**src/verilog/action_ctl_pkg.sv**
```systemverilog
// Package: register map, field positions and timing for the action controls
package action_ctl_pkg;

  // ==========================================================
  // Register indices; each byte address is four times its index
  localparam logic [11:0] IDX_CAL_SYNC = 12'h0a02;
  localparam logic [11:0] IDX_FUNC_RST = 12'h0a03;
  localparam logic [11:0] IDX_SYS_CLR = 12'h0a04;
  localparam logic [11:0] IDX_AUX_CLR = 12'h0a05;
  localparam logic [11:0] IDX_COMMIT = 12'h0a10;
  localparam logic [11:0] IDX_STATUS = 12'h0a11;
  localparam logic [13:0] ADDR_CAL_SYNC = {IDX_CAL_SYNC, 2'b00};
  localparam logic [13:0] ADDR_FUNC_RST = {IDX_FUNC_RST, 2'b00};
  localparam logic [13:0] ADDR_SYS_CLR = {IDX_SYS_CLR, 2'b00};
  localparam logic [13:0] ADDR_AUX_CLR = {IDX_AUX_CLR, 2'b00};
  localparam logic [13:0] ADDR_COMMIT = {IDX_COMMIT, 2'b00};
  localparam logic [13:0] ADDR_STATUS = {IDX_STATUS, 2'b00};

  // ==========================================================
  // Field positions
  localparam int CAL_BIT = 0;
  localparam int SYNC_BIT = 1;
  localparam int FR_WDOG = 0;
  localparam int FR_ALL_IRQ = 1;
  localparam int FR_TW_HIST = 2;
  localparam int FR_AUTO_SYNC = 3;
  localparam int FR_PHASE_ACC = 4;
  localparam int FR_CIC = 5;
  localparam int FR_LOOP = 6;
  localparam int COMMIT_BIT = 0;
  localparam int NUM_FLAGS = 12;

  // ==========================================================
  // Writable masks and reset values
  localparam logic [7:0] CAL_SYNC_MASK = 8'h03;
  localparam logic [7:0] FUNC_RST_MASK = 8'h7f;
  localparam logic [7:0] SYS_CLR_MASK = 8'h33;
  localparam logic [7:0] AUX_CLR_MASK = 8'h0f;
  localparam logic [7:0] CAL_SYNC_RST = 8'h00;
  localparam logic [31:0] RD_ZERO = 32'h0000_0000;

  // ==========================================================
  // Timing
  localparam int CLK_MHZ = 125;
  localparam int CAL_TIME_US = 2000;
  localparam int CAL_CYCLES = CAL_TIME_US * CLK_MHZ;
  localparam int WDOG_PERIOD_CYC = 1000;

  // ==========================================================
  // Carriers
  typedef struct packed {
    logic clr_loop;
    logic clr_cic;
    logic clr_phase_acc;
    logic rst_auto_sync;
    logic rst_tw_hist;
  } func_pulse_t;

  typedef struct packed {
    logic psel;
    logic penable;
    logic pwrite;
    logic [13:0] paddr;
    logic [31:0] pwdata;
  } apb_req_t;

  typedef enum logic [2:0] {
    CAL_IDLE = 3'b001,
    CAL_ARMED = 3'b010,
    CAL_RUN = 3'b100
  } cal_state_t;

endpackage

```
**src/verilog/action_ctl.sv**
```systemverilog
// Self-acting control and event clear registers over APB
//
// Implementation choice: the APB slave port.
`timescale 1ns/1ns
`default_nettype none
module action_ctl #(
  parameter int CAL_CYC = action_ctl_pkg::CAL_CYCLES,
  parameter int WDOG_CYC = action_ctl_pkg::WDOG_PERIOD_CYC
) (
  // Clock and reset
  input wire logic CLK_I,
  input wire logic NRST_I,
  // APB slave
  input wire logic PSEL_I,
  input wire logic PENABLE_I,
  input wire logic PWRITE_I,
  input wire logic [13:0] PADDR_I,
  input wire logic [31:0] PWDATA_I,
  output logic PREADY_O,
  output logic PSLVERR_O,
  output logic [31:0] PRDATA_O,
  // Core PLL and external event sources
  input wire logic PLL_EN_I,
  input wire logic PLL_LOCK_I,
  input wire logic STORE_FAULT_I,
  input wire logic STORE_DONE_I,
  // Function actions
  output logic DIST_STALL_O,
  output logic DIST_SYNC_O,
  output logic CORE_CLK_HOLD_O,
  output action_ctl_pkg::func_pulse_t FUNC_PULSE_O,
  // Event flags
  output logic [action_ctl_pkg::NUM_FLAGS-1:0] EVENT_FLAGS_O
);
  import action_ctl_pkg::*;

  // ==========================================================
  // Bus decode
  apb_req_t req;
  assign req = '{PSEL_I, PENABLE_I, PWRITE_I, PADDR_I, PWDATA_I};
  wire access = req.psel & req.penable;
  wire wr = access & req.pwrite;
  wire rd = access & ~req.pwrite;
  wire hit_cal = (req.paddr == ADDR_CAL_SYNC);
  wire hit_func = (req.paddr == ADDR_FUNC_RST);
  wire hit_sys = (req.paddr == ADDR_SYS_CLR);
  wire hit_aux = (req.paddr == ADDR_AUX_CLR);
  wire hit_commit = (req.paddr == ADDR_COMMIT);
  wire hit_stat = (req.paddr == ADDR_STATUS);
  wire hit_any = hit_cal | hit_func | hit_sys | hit_aux | hit_commit
    | hit_stat;
  wire [7:0] wbyte = req.pwdata[7:0];
  wire wr_cal = wr & hit_cal;
  wire wr_func = wr & hit_func;
  wire wr_sys = wr & hit_sys;
  wire wr_aux = wr & hit_aux;
  wire commit = wr & hit_commit & wbyte[COMMIT_BIT];

  // ==========================================================
  // One-shot actions; zero writes leave everything alone
  wire [7:0] func_act = wr_func ? (wbyte & FUNC_RST_MASK) : 8'h00;
  wire [7:0] sys_act = wr_sys ? (wbyte & SYS_CLR_MASK) : 8'h00;
  wire [7:0] aux_act = wr_aux ? (wbyte & AUX_CLR_MASK) : 8'h00;
  wire all_clr = func_act[FR_ALL_IRQ];
  wire kick = func_act[FR_WDOG];

  // Flag layout mirrors the clear layout: sys low byte bits, aux above
  wire [NUM_FLAGS-1:0] clr_vec;
  assign clr_vec = {aux_act[3:0], sys_act}
    | {NUM_FLAGS{all_clr}};

  // ==========================================================
  // Control register
  logic [7:0] cal_sync_q;
  logic sync_prev_q;
  logic lock_prev_q;
  logic [NUM_FLAGS-1:0] flags_q;
  logic [NUM_FLAGS-1:0] set_vec;
  logic cal_run;
  logic cal_start;
  logic cal_done;
  logic wd_timeout;

  wire sync_fall = sync_prev_q & ~cal_sync_q[SYNC_BIT];

  always_ff @(posedge CLK_I or negedge NRST_I) begin
    if (!NRST_I) begin
      cal_sync_q <= CAL_SYNC_RST;
      sync_prev_q <= 1'b0;
      lock_prev_q <= 1'b0;
    end else begin
      if (wr_cal) cal_sync_q <= wbyte & CAL_SYNC_MASK;
      sync_prev_q <= cal_sync_q[SYNC_BIT];
      lock_prev_q <= PLL_LOCK_I;
    end
  end

  // ==========================================================
  // Calibration and watchdog
  pll_cal_seq #(
    .CAL_CYC(CAL_CYC)
  ) u_cal (
    .clk_i(CLK_I),
    .nrst_i(NRST_I),
    .cal_bit_i(cal_sync_q[CAL_BIT]),
    .commit_i(commit),
    .pll_en_i(PLL_EN_I),
    .running_o(cal_run),
    .started_o(cal_start),
    .done_o(cal_done)
  );

  // Watchdog freezes with the core clock during calibration
  wdog_timer #(
    .PERIOD(WDOG_CYC)
  ) u_wdog (
    .clk_i(CLK_I),
    .nrst_i(NRST_I),
    .kick_i(kick),
    .hold_i(cal_run),
    .timeout_o(wd_timeout)
  );

  // ==========================================================
  // Event flags: set wins over clear
  assign set_vec = {
    sync_fall, wd_timeout, STORE_FAULT_I, STORE_DONE_I,
    2'b00,
    ~PLL_LOCK_I & lock_prev_q,
    PLL_LOCK_I & ~lock_prev_q,
    2'b00,
    cal_done,
    cal_start
  };

  genvar g;
  generate
    for (g = 0; g < NUM_FLAGS; g++) begin : g_flag
      always_ff @(posedge CLK_I or negedge NRST_I) begin
        if (!NRST_I) flags_q[g] <= 1'b0;
        else if (set_vec[g]) flags_q[g] <= 1'b1;
        else if (clr_vec[g]) flags_q[g] <= 1'b0;
      end
    end
  endgenerate

  // ==========================================================
  // Outputs, all registered
  always_ff @(posedge CLK_I or negedge NRST_I) begin
    if (!NRST_I) begin
      DIST_STALL_O <= 1'b0;
      DIST_SYNC_O <= 1'b0;
      CORE_CLK_HOLD_O <= 1'b0;
      FUNC_PULSE_O <= '0;
      EVENT_FLAGS_O <= '0;
    end else begin
      DIST_STALL_O <= cal_sync_q[SYNC_BIT];
      DIST_SYNC_O <= sync_fall;
      CORE_CLK_HOLD_O <= cal_run;
      // Pulses last one cycle; nothing is stored, so no write-back needed
      FUNC_PULSE_O <= '{func_act[FR_LOOP],
        func_act[FR_CIC],
        func_act[FR_PHASE_ACC],
        func_act[FR_AUTO_SYNC],
        func_act[FR_TW_HIST]};
      EVENT_FLAGS_O <= flags_q;
    end
  end

  // ==========================================================
  // APB answer: one access cycle, no wait states
  wire [31:0] rd_mux =
    hit_cal ? {24'h00_0000, cal_sync_q} :
    hit_stat ? {19'h0_0000, cal_run, flags_q} :
    RD_ZERO;

  always_ff @(posedge CLK_I or negedge NRST_I) begin
    if (!NRST_I) begin
      PREADY_O <= 1'b0;
      PSLVERR_O <= 1'b0;
      PRDATA_O <= RD_ZERO;
    end else begin
      PREADY_O <= req.psel & ~req.penable;
      PSLVERR_O <= req.psel & ~req.penable & ~hit_any;
      PRDATA_O <= (req.psel & ~req.penable & ~req.pwrite) ? rd_mux : RD_ZERO;
    end
  end

  wire unused_rd = rd;
endmodule // action_ctl
`default_nettype wire

```
**src/verilog/pll_cal_seq.sv**
```systemverilog
// Calibration sequencer for the core timebase PLL
`timescale 1ns/1ns
`default_nettype none
module pll_cal_seq #(
  parameter int CAL_CYC = 250000
) (
  // Clock and reset
  input wire logic clk_i,
  input wire logic nrst_i,
  // Control
  input wire logic cal_bit_i,
  input wire logic commit_i,
  input wire logic pll_en_i,
  // Status
  output logic running_o,
  output logic started_o,
  output logic done_o
);
  import action_ctl_pkg::*;

  cal_state_t state_q;
  cal_state_t state_d;
  logic cal_prev_q;
  logic [31:0] cnt_q;
  wire rise = cal_bit_i & ~cal_prev_q;
  wire cnt_end = (cnt_q == 32'(CAL_CYC - 1));
  wire go = (state_q == CAL_ARMED) & commit_i & pll_en_i;

  // ==========================================================
  // Arm on rising bit, launch on commit while the PLL is enabled
  always_comb begin
    state_d = state_q;
    case (state_q)
      CAL_IDLE: if (rise) state_d = CAL_ARMED;
      CAL_ARMED: begin
        if (!cal_bit_i) state_d = CAL_IDLE;
        else if (go) state_d = CAL_RUN;
      end
      CAL_RUN: if (cnt_end) state_d = CAL_IDLE;
      default: state_d = CAL_IDLE;
    endcase
  end

  always_ff @(posedge clk_i or negedge nrst_i) begin
    if (!nrst_i) begin
      state_q <= CAL_IDLE;
      cal_prev_q <= 1'b0;
      cnt_q <= 32'h0000_0000;
      started_o <= 1'b0;
      done_o <= 1'b0;
    end else begin
      state_q <= state_d;
      cal_prev_q <= cal_bit_i;
      // Band and amplitude search is internal; only duration is modelled
      cnt_q <= (state_q == CAL_RUN) ? cnt_q + 32'h0000_0001
        : 32'h0000_0000;
      started_o <= go;
      done_o <= (state_q == CAL_RUN) & cnt_end;
    end
  end

  assign running_o = (state_q == CAL_RUN);
endmodule // pll_cal_seq
`default_nettype wire

```
**src/verilog/wdog_timer.sv**
```systemverilog
// Watchdog timer with software restart
`timescale 1ns/1ns
`default_nettype none
module wdog_timer #(
  parameter int PERIOD = 1000
) (
  // Clock and reset
  input wire logic clk_i,
  input wire logic nrst_i,
  // Control
  input wire logic kick_i,
  input wire logic hold_i,
  // Event
  output logic timeout_o
);
  logic [31:0] cnt_q;
  wire at_end = (cnt_q == 32'(PERIOD - 1));

  always_ff @(posedge clk_i or negedge nrst_i) begin
    if (!nrst_i) begin
      cnt_q <= 32'h0000_0000;
      timeout_o <= 1'b0;
    end else begin
      // Kick wins over expiry, so no event on a kicked cycle
      if (kick_i) cnt_q <= 32'h0000_0000;
      else if (hold_i) cnt_q <= cnt_q;
      else if (at_end) cnt_q <= 32'h0000_0000;
      else cnt_q <= cnt_q + 32'h0000_0001;
      timeout_o <= at_end & ~kick_i & ~hold_i;
    end
  end
endmodule // wdog_timer
`default_nettype wire
```
**config.mk**
```make
export PLATFORM = sky130hd
export DESIGN_NAME = action_ctl
export DESIGN_NICKNAME = d
export VERILOG_FILES = /design/src/verilog/action_ctl_pkg.sv /design/src/verilog/action_ctl.sv /design/src/verilog/pll_cal_seq.sv /design/src/verilog/wdog_timer.sv
export SDC_FILE = /design/constraint.sdc
export NUM_CORES = 1
export LEC_CHECK = 0
export BUFFER_PORTS_ARGS = -buffer_cell sky130_fd_sc_hd__buf_2
export CAP_MARGIN = 20
export CORE_ASPECT_RATIO = 0.75
export CORE_MARGIN = 2
export CORE_UTILIZATION = 49
export DETAILED_ROUTE_END_ITERATION = 8
export PLACE_DENSITY = 0.81
export SLEW_MARGIN = 20
export SYNTH_ARGS = -nofsm -noshare
export SYNTH_HDL_FRONTEND = slang
export SYNTH_SLANG_ARGS = --single-unit
```
**constraint.sdc**
```tcl
create_clock -name CLK_I -period 2 [get_ports CLK_I]
set_clock_uncertainty 0.1 [all_clocks]
set_input_delay 0.1 -clock CLK_I [delete_from_list [all_inputs] [get_ports CLK_I]]
set_output_delay 0.1 -clock CLK_I [all_outputs]
set_load 0.05 [all_outputs]
```
==> results of run 1 <==
[cell usage after synthesis (all sizes together)]
cell type / number / area [µm²]
dfrtp: 108 / 2700
nor2: 66 / 253
nand2: 46 / 173
nand3: 35 / 175
buf: 34 / 243
xor2: 29 / 254
nand4: 18 / 131
and2: 16 / 100
and3: 16 / 100
xnor2: 16 / 140
nor4: 15 / 106
nor3: 14 / 91.3
a31oi: 12 / 75.1
inv: 12 / 45.0
o21ai: 9 / 48.8
a21oi: 8 / 40.0
and4: 7 / 61.3
clkbuf: 7 / 26.3
or3: 6 / 37.5
a31o: 4 / 35.0
a22o: 3 / 26.3
a41oi: 3 / 26.3
mux2: 3 / 33.8
nand2b: 3 / 18.8
nand3b: 3 / 22.5
nor4b: 3 / 32.5
a21o: 2 / 15.0
a32o: 2 / 20.0
ha: 2 / 25.0
nor2b: 2 / 12.5
nor3b: 2 / 20.0
or2: 2 / 12.5
conb: 1 / 3.75
dfstp: 1 / 26.3
nand4b: 1 / 8.76
o22ai: 1 / 6.26
o31a: 1 / 8.76
or3b: 1 / 11.3
[tightest hold or removal path, cell delays in order]
cell and delay [ps]:
buf_2 130, nor4_1 80, a22o_1 170
[metrics by stage]
step                      instance area, µm²  setup slack, ps  power, mW  hold WS [ps]  utilization, %
final                                   6350             51.0       4.33          60.8            61.8
after global routing                    6350            -38.6       4.50          63.8            61.8
after CTS                               6220             3.54       4.37          50.9            60.5
after detailed placement                5740            -53.9       2.53           123            55.8
after global placement                  5740             44.7       2.53           113            55.8
after floorplan                         5270             4.76       2.47          -296               -
[final cells by class]
type | count | area, µm² | area share (%)
sequential | 109 | 2730 | 42.9
multi-input combinational | 378 | 2330 | 36.6
timing repair buffer | 111 | 771 | 12.1
clock buffer | 9 | 225 | 3.54
tap | 136 | 170 | 2.68
clock inverter | 7 | 88.8 | 1.40
inverter | 12 | 45.0 | 0.709
[metal layers]
| metal | vias up | wire length [µm] | track usage, % |
|---|---|---|---|
| met5 | - | 0 | 0 |
| li1 | 1948 | - | - |
| met1 | 2053 | 5000 | 26.5 |
| met2 | 141 | 5370 | 34.3 |
| met3 | 10 | 644 | 3.94 |
| met4 | 0 | 99 | 4.79 |
[kinds of logic (layout without fill, tap and decap cells)]
group / Yosys count / after routing
AND/OR/NAND/NOR: 256 / 256
flip-flops: 109 / 109
buffers and inverters: 53 / 139
AO/OA/AOI/OAI: 45 / 45
XOR/XNOR: 45 / 45
multiplexers: 3 / 3
adder cells (fa/ha/maj): 2 / 2
other: 1 / 27
[sequential cells by signal, indices dropped and copies added, names as in the netlist]
name / flops
u_wdog.timeout_o: 1
u_cal.started_o: 1
DIST_SYNC_O: 1
flags_q: 8
PREADY_O: 1
u_cal.cal_prev_q: 1
u_cal.done_o: 1
FUNC_PULSE_O: 5
DIST_STALL_O: 1
PRDATA_O: 9
lock_prev_q: 1
cal_sync_q: 2
u_wdog.cnt_q: 32
CORE_CLK_HOLD_O: 1
u_cal.cnt_q: 32
EVENT_FLAGS_O: 8
u_cal.state_q: 3
PSLVERR_O: 1
[how the worst min path moves through the flow]
stage / start / endpoint / slack (ps) / cells after the start
4_1_cts: PWRITE_I / PRDATA_O[0]$_DFF_PN0_ / 50 / 3
5_1_grt: PWRITE_I / PRDATA_O[1]$_DFF_PN0_ / 60 / 3
3_3_place_gp: NRST_I / FUNC_PULSE_O[4]$_DFF_PN0_ / 110 / 2
6_report: PWRITE_I / PRDATA_O[0]$_DFF_PN0_ / 60 / 3
3_5_place_dp: NRST_I / PRDATA_O[4]$_DFF_PN0_ / 120 / 2
2_1_floorplan: NRST_I / CORE_CLK_HOLD_O$_DFF_PN0_ / -300 / 0
[power by group]
part / switching (mW) / total (mW) / internal, mW
sequential: 0.0209 / 2.24 / 2.22
clock: 0.914 / 1.82 / 0.902
combinational: 0.207 / 0.278 / 0.0713
[repair_timing]
item                       in CTS  in global routing
pin swaps                       0                  7
hold endpoints to repair      127                  0
hold buffers                   15                  0
setup buffers                   0                  6
setup endpoints to repair      26                 44
resized for setup               3                 22
==> metrics, run 1 <==
largest family of logic cells by synthesized area simple AND/OR/NAND/NOR gates; Worst-Skew Late Latency roughly 350 ps; Cells after DPL between 700 and 800; total negative slack 0 ps; die height 92.9 µm; fillcell total 780; Leak 2.98 nW; Post-Synth XOR/XNOR Area 7.63%; CTS tree built; Synth warnings 0; clk root buf clkbuf_16; H-tree depth 3; Finished Layout Cells roughly 760; power per cell area 682 mW/mm²; synthesized area about 0.0052 mm²; Congestion Overflow GR 0; Global Route Usage Sum 20.1%; Post-Synth Adder-Cell Area 0.484%; Tightest Pin Transition 560 ps; initial antenna violation count 0; status complete, no violations; worst reg2reg setup slack approximately 51 ps; post-synth cell types 49; CP max-delay cell dfrtp_1; reg2reg end u_wdog.cnt_q[28]$_DFFE_PN0P_; DRT antenna net count 0; DRT iter0 DRCs 271; Chip Width 123 µm; critical-path cell list nor4_1 -> nand4_1 -> nor3_4 -> nor3_2 -> buf_12 -> a41oi_1 -> a31oi_1; CP peak stage delay 410 ps; Data required, critical path 2130 ps; final setup fails 0; number of cells on the critical path 7; largest net degree at the start of global routing 110; first-pass GRT wire length roughly 18 mm; Final Net Count 678; Critical Path Source Type flop; post-layout minimum cycle time between 1500 and 2000 ps; vias in the first global route 3945; Fin. Hold Viols 0; crit end category flop; Via density approximately 5.4; register area share after synthesis 52.8%; number of port buffers 56; start point of the critical path u_wdog.cnt_q[28]$_DFFE_PN0P_; most common cell after layout, fill and taps aside dfrtp_1; ANT cells 0; Worst path top cell family by delay simple AND/OR/NAND/NOR gates; crit share post-route 97.4%; Avg Cell Area, Syn between 10 and 15 µm²; layout cells sized above 1 24.6%; Final HPWL DP 7.47 mm; r2r worst-path depth 7; Synth Area in Compound Gates 5.83%; #FFs+latches synth 109; Max Cap Viol 0; Final Max Tran Viols 0; final wirelength 11.1 mm; CTS Sinks 109; num ports ~110; simple-gate share of the synthesized area 26.5%; via count approximately 4200; Initial Util 50.2%; maximum buffer depth of the clock tree 2; worst reg2reg startpoint u_wdog.cnt_q[28]$_DFFE_PN0P_; Die ar. 0.0114 mm²; Core Area between 0.01 and 0.015 mm²; Setup crit end u_wdog.cnt_q[28]$_DFFE_PN0P_; Wirelength per Cell 14.6 µm; drt pass-1 iters 4; Arr. time, crit path 2080 ps; Clock Pin Slew Worst Setup and Hold Paths 80 ps; Slew headroom 62.7%; gp weighted congestion 0.816; RSZ-0062 raised after global routing true; crit path buf inv count 1; multiplexer area fraction after synthesis 0.654%; Syn Inst Count around 510; Worst IR Drop VDD just under 0.4 mV; drt drc 0; area growth from synthesis to layout 22.9%; most frequent cells in the layout dfrtp_1 (108), nor2_1 (61), buf_2 (55); Fmax 513 MHz; WS Path Type reg2reg; row count 32; cts bufs inserted 9; HP Class in2reg; CP max FO 16
Note: power is estimated with default switching activity, not from simulation.
==> inputs of run 2 (changes only) <==
- CORE_ASPECT_RATIO: 0.75 -> default
- CORE_MARGIN: 2 -> default
==> run 2 against run 1 <==
  * Cell area down 2.0%
  * Routed wire length grew 4.0%
  * Global-route usage rose by 1.6 points
  * Sequential power is essentially flat
  * Critical path type unchanged
  * Clock-buffer cell count stayed put
  * Non-clock buffer count decreased by 9
  * Clock power shrank 19%
  * Setup slack improved by 44 ps
  * Maximum frequency increased by 2.3%
==> metrics, run 2 (synthesis gave the netlist of run 1 again) <==
Clock power frac 37.0% (was 41.9%); WS Path Type reg2reg (unchanged); HP Class in2reg (unchanged); Worst IR Drop VDD 0.413 mV (was 0.398 mV); Final Hold Slack 26.1 ps (was 60.8 ps); crit share post-route 95.2% (was 97.4%); first-pass GRT wire length 19.1 mm (was 18.2 mm); Worst-Skew Late Latency 400 ps (was 350 ps); Max Cap Viol 0 (unchanged); final wirelength 11.6 mm (was 11.1 mm); layout cells sized above 1 23.3% (was 24.6%); Int Power 2.92 mW (was 3.19 mW); most frequent cells in the layout dfrtp_1 (105), nor2_1 (63), buf_2 (55) (was dfrtp_1 (108), nor2_1 (61), buf_2 (55)); Final Max Tran Viols 0 (unchanged); drt drc 0 (unchanged); Clock Pin Slew Worst Setup and Hold Paths 120 ps (was 80 ps); H-tree depth 3 (unchanged); initial antenna violation count 0 (unchanged); Via density 5.47 (was 5.45); drt pass-1 iters 5 (was 4); gp weighted congestion 0.847 (was 0.816); FF+latch area 0.00273 mm² (about the same); final setup margin 95.2 ps (was 51.0 ps); Critical Path Source Type flop (unchanged); fillcell total 782 (was 780); DRT iter0 DRCs 340 (was 271); CTS Sinks 109 (unchanged); clk root buf clkbuf_8 (was clkbuf_16); Global Route Usage Sum 21.7% (was 20.1%); die height 105 µm (was 92.9 µm); area taken by multi-input logic gates 0.00234 mm² (was 0.00233 mm²); Data required, critical path 2190 ps (was 2130 ps); Chip Width 105 µm (was 123 µm); vias in the first global route 4038 (was 3945); maximum buffer depth of the clock tree 2 (unchanged); Leak 2.90 nW (was 2.98 nW); Comb pwr share 7.0% (was 6.4%); cts bufs inserted 9 (unchanged); power per cell area 643 mW/mm² (was 682 mW/mm²); Fmax 525 MHz (was 513 MHz); sequential fraction of design power 56.1% (was 51.7%); Final HPWL DP 7.31 mm (was 7.47 mm); critical-path cell list ha_1 -> nand4_1 -> nor2_2 -> nand3_2 -> nor4_4 -> xnor2_1 -> nor2_1 (was nor4_1 -> nand4_1 -> nor3_4 -> nor3_2 -> buf_12 -> a41oi_1 -> a31oi_1); CTS tree built (unchanged); Fin. Hold Viols 0 (unchanged); Congestion Overflow GR 0 (unchanged); Sw Share 27.1% (was 26.3%); status complete, no violations (unchanged); row count 37 (was 32); Core Area 0.0103 mm² (about the same); Wirelength per Cell 15.3 µm (was 14.6 µm); Arr. time, crit path 2100 ps (was 2080 ps); DRT antenna net count 0 (unchanged); Die ar. 0.0110 mm² (was 0.0114 mm²); largest net degree at the start of global routing 44 (was 110); most common cell after layout, fill and taps aside dfrtp_1 (unchanged); final setup fails 0 (unchanged); CP peak stage delay 390 ps (was 410 ps); min-delay src PADDR_I[6] (was PWRITE_I); via count 4118 (was 4152); num ports 109 (unchanged); start point of the critical path u_cal.cnt_q[0]$_DFF_PN0_ (was u_wdog.cnt_q[28]$_DFFE_PN0P_); top flop regs u_cal.cnt_q (32), u_wdog.cnt_q (32), PRDATA_O (9) (unchanged); Final Net Count 669 (was 678); total negative slack 0 ps (unchanged); Initial Util 50.3% (was 50.2%); area growth from synthesis to layout 20.4% (was 22.9%); CP max-delay cell dfrtp_1 (unchanged); ANT cells 0 (unchanged); CP max FO 3 (was 16); number of port buffers 56 (unchanged); crit end category flop (unchanged); Place WS -38.2 ps (was -53.9 ps); P_sw 1.08 mW (was 1.14 mW); worst reg2reg startpoint u_cal.cnt_q[0]$_DFF_PN0_ (was u_wdog.cnt_q[28]$_DFFE_PN0P_); post-layout minimum cycle time 1900 ps (was 1950 ps)
run 2: cell types whose count changed in the layout (fill, tap and decap cells not counted), sizes merged:
cell / before / now
inv: 15 / 14
dlygate4sd3: 15 / 16
buf: 96 / 86
bufinv: 0 / 1
run 2: cell type report:
class | instances | area share [%]
timing repair buffer | 102 | 11.3
sequential | 109 | 43.9
multi-input combinational | 378 | 37.6
tap | 136 | 2.73
inverter | 12 | 0.724
clock inverter | 7 | 1.71
clock buffer | 9 | 1.99
run 2: path summary, 6_finish.rpt:
check                                                    end  slack, ps  depth (start not counted)
worst max-delay path               u_cal.cnt_q[26]$_DFF_PN0_        100                          7
worst min-delay path                     PSLVERR_O$_DFF_PN0_         30                          3
worst max register to register     u_cal.cnt_q[26]$_DFF_PN0_        100                          7
worst min register to register    EVENT_FLAGS_O[9]$_DFF_PN0_        310                          0
max in group asynchronous       u_cal.state_q[0]$_DFFE_PN1P_       1080                          3
min in group asynchronous            flags_q[11]$_DFFE_PN0P_         70                          2
run 2: critical path: cells and delay by family (launching register included):
family,cells,cell delay (ps)
adder cells (fa/ha/maj),1,180
AND/OR/NAND/NOR,5,960
XOR/XNOR,1,160
flip-flops,1,390
run 2: layer usage:
| layer | vias up | global-route usage [%] | wire length (µm) |
|---|---|---|---|
| li1 | 1929 | - | - |
| met1 | 2037 | 27.6 | 4940 |
| met2 | 135 | 37.1 | 5790 |
| met3 | 17 | 4.05 | 646 |
| met4 | 0 | 7.75 | 173 |
| met5 | - | 0 | 0 |
run 2: power groups by stage:
stage / Sequential (mW) / Combinational (mW) / Clock [mW]
2_1_floorplan: 2.29 / 0.180 / 0
3_3_place_gp: 2.28 / 0.247 / 0
3_5_place_dp: 2.28 / 0.252 / 0
6_report: 2.24 / 0.279 / 1.48
5_1_grt: 2.25 / 0.301 / 1.57
4_1_cts: 2.24 / 0.277 / 1.49
run 2: timing repair:
item / in CTS / in global routing
hold buffers: 16 / 0
buffers inserted: 0 / 3
endpoints found under the setup margin: 0 / 31
gates resized for setup: 0 / 27
endpoints found under the hold margin: 128 / 0
run 2: metrics by stage:
step | std cells | utilization, % | power [mW] | area, µm²
after floorplan | 540 | - | 2.47 | 5270
after global placement | 718 | 55.4 | 2.53 | 5690
after detailed placement | 718 | 55.4 | 2.53 | 5690
after CTS | 750 | 59.2 | 4.00 | 6080
after global routing | 753 | 60.6 | 4.12 | 6220
final | 753 | 60.6 | 4.00 | 6220
==> inputs of run 3 (changes only) <==
- BUFFER_PORTS_ARGS: -buffer_cell sky130_fd_sc_hd__buf_2 -> default
- CORE_UTILIZATION: 49 -> 57
- DONT_BUFFER_PORTS: default -> 1
- PLACE_DENSITY: 0.81 -> 0.8
- REMOVE_ABC_BUFFERS: default -> 1
==> run 3 against run 2 <==
  * Clock power shrank 3%
  * Setup slack lost 120 ps
  * Via count grew 1.0%
  * Non-clock buffer count shrank 34
  * Hold slack lost 730 ps
  * The run now ends with hold timing, setup timing left
==> metrics, run 3 (synthesis gave the netlist of run 1 again) <==
status finished, violations left (was complete, no violations); failing checks hold timing, setup timing; power per cell area 637 mW/mm² (was 643 mW/mm²); post-layout minimum cycle time 2020 ps (was 1900 ps); Worst IR Drop VDD 0.331 mV (was 0.413 mV); critical-path cell list nor4_2 -> nand4_1 -> nor3_4 -> nand2_1 -> o21ai_2 -> buf_12 -> nor2_1 (was ha_1 -> nand4_1 -> nor2_2 -> nand3_2 -> nor4_4 -> xnor2_1 -> nor2_1); Final Max Tran Viols 0 (unchanged); most frequent cells in the layout dfrtp_1 (106), nor2_1 (63), nand2_1 (46) (was dfrtp_1 (105), nor2_1 (63), buf_2 (55)); Global Route Usage Sum 24.7% (was 21.7%); Data required, critical path 2160 ps (was 2190 ps); initial antenna violation count 0 (unchanged); row count 34 (was 37); num ports 109 (unchanged); drt pass-1 iters 5 (unchanged); cts bufs inserted 9 (unchanged); clk root buf clkbuf_8 (unchanged); r2r worst-path depth 7 (unchanged); area growth from synthesis to layout 18.4% (was 20.4%); crit path buf inv count 1 (was 0); worst reg2reg setup slack -20 ps (was 100 ps); area taken by multi-input logic gates 0.00239 mm² (was 0.00234 mm²); via count 4161 (was 4118); Hold Buf Count CTS 20 (was 16); CP max-delay cell dfrtp_1 (unchanged); Chip Width 97.2 µm (was 105 µm); FF+latch area 0.00273 mm² (about the same); most common cell after layout, fill and taps aside dfrtp_1 (unchanged); CP peak stage delay 450 ps (was 390 ps); number of port buffers 0 (was 56); Worst-Skew Late Latency 380 ps (was 400 ps); final core utilization 69.9% (was 60.6%); Fmax 494 MHz (was 525 MHz); Cells after DPL 645 (was 718); CTS Sinks 109 (unchanged); vias in the first global route 3788 (was 4038); Final HPWL DP 7.27 mm (was 7.31 mm); final wirelength 12.2 mm (was 11.6 mm); Wirelength per Cell 17.7 µm (was 15.3 µm); Place WS -377 ps (was -38.2 ps); Leak 2.76 nW (was 2.90 nW); Fin. Hold Viols 109 (was 0); Max Cap Viol 0 (unchanged); Arr. time, crit path 2190 ps (was 2100 ps); largest net degree at the start of global routing 110 (was 44); crit share post-route 101% (was 95.2%); crit end category flop (unchanged); Final Hold Slack -700 ps (was 26.1 ps); Final Net Count 637 (was 669); HP Class in2async (was in2reg); final setup margin -24.1 ps (was 95.2 ps); Initial Util 59.0% (was 50.3%); gp weighted congestion 0.790 (was 0.847); worst reg2reg startpoint u_wdog.cnt_q[26]$_DFFE_PN0P_ (was u_cal.cnt_q[0]$_DFF_PN0_); maximum buffer depth of the clock tree 2 (unchanged); H-tree depth 3 (unchanged); layout cells sized above 1 19.5% (was 23.3%); Critical Path Source Type flop (unchanged); Clock Pin Slew Worst Setup and Hold Paths 110 ps (was 120 ps); CP max FO 20 (was 3); Die ar. 0.00945 mm² (was 0.0110 mm²); Tightest Pin Transition 533 ps; WS Path Type reg2reg (unchanged); DRT iter0 DRCs 312 (was 340); CTS tree built (unchanged); Worst path top cell family by delay simple AND/OR/NAND/NOR gates (unchanged); top flop regs u_cal.cnt_q (32), u_wdog.cnt_q (32), PRDATA_O (9) (unchanged); DRT antenna net count 0 (unchanged); die height 97.2 µm (was 105 µm); drt drc 0 (unchanged); Via density 6.00 (was 5.47); Congestion Overflow GR 0 (unchanged); first-pass GRT wire length 18.7 mm (was 19.1 mm); Tot Pwr 3.90 mW (was 4.00 mW); reg2reg end u_wdog.cnt_q[10]$_DFFE_PN0P_ (was u_cal.cnt_q[26]$_DFF_PN0_); Slew headroom 64.4%; RSZ-0062 raised after global routing true; final setup fails 20 (was 0); Finished Layout Cells 693 (was 753); ANT cells 0 (unchanged); fillcell total 571 (was 782); Core Area 0.00876 mm² (was 0.0103 mm²)
## run 3: how the worst max path moves through the flow
stage / depth (start not counted) / startpoint / to
2_1_floorplan: 6 / u_cal.state_q[0]$_DFFE_PN1P_ / u_wdog.cnt_q[26]$_DFFE_PN0P_
3_3_place_gp: 7 / u_wdog.cnt_q[0]$_DFFE_PN0P_ / u_wdog.cnt_q[26]$_DFFE_PN0P_
3_5_place_dp: 7 / u_wdog.cnt_q[0]$_DFFE_PN0P_ / u_wdog.cnt_q[26]$_DFFE_PN0P_
4_1_cts: 8 / u_wdog.cnt_q[0]$_DFFE_PN0P_ / u_wdog.cnt_q[24]$_DFFE_PN0P_
5_1_grt: 7 / u_wdog.cnt_q[26]$_DFFE_PN0P_ / u_wdog.cnt_q[17]$_DFFE_PN0P_
6_report: 7 / u_wdog.cnt_q[26]$_DFFE_PN0P_ / u_wdog.cnt_q[10]$_DFFE_PN0P_
## run 3: timing repair
item	4_1_cts	5_1_grt
gates cloned	1	1
hold endpoints to repair	132	109
pin swaps	3	15
setup buffers	1	10
endpoints found under the setup margin	26	42
resized for setup	9	27
## run 3: layer usage
layer | global-route usage [%] | routed length (µm) | vias to the layer above
met2 | 42.0 | 6260 | 214
met3 | 4.68 | 828 | 31
met5 | 0 | 0 | -
li1 | - | - | 1870
met1 | 31.6 | 4840 | 2046
met4 | 8.94 | 317 | 0
## run 3: final cells by class
type	count	share of cell area, %
Sequential cell	109	44.6
Multi-Input combinational cell	380	39.0
Timing Repair Buffer	68	9.75
Tap cell	108	2.21
Clock buffer	9	2.02
Clock inverter	7	1.63
Inverter	12	0.736
## run 3: stage by stage
step | setup TNS, ps | instance area, µm² | hold WS, ps
after detailed placement | -3300 | 5440 | -294
after global placement | -1770 | 5440 | -294
after CTS | 0 | 5920 | -708
final | -211 | 6120 | -700
after floorplan | -22020 | 5000 | -296
after global routing | -2480 | 6120 | -716
## run 3: report_power, final
group / switching, mW / total (mW) / internal [mW]
combinational: 0.154 / 0.210 / 0.0553
clock: 0.821 / 1.44 / 0.622
sequential: 0.0239 / 2.24 / 2.22
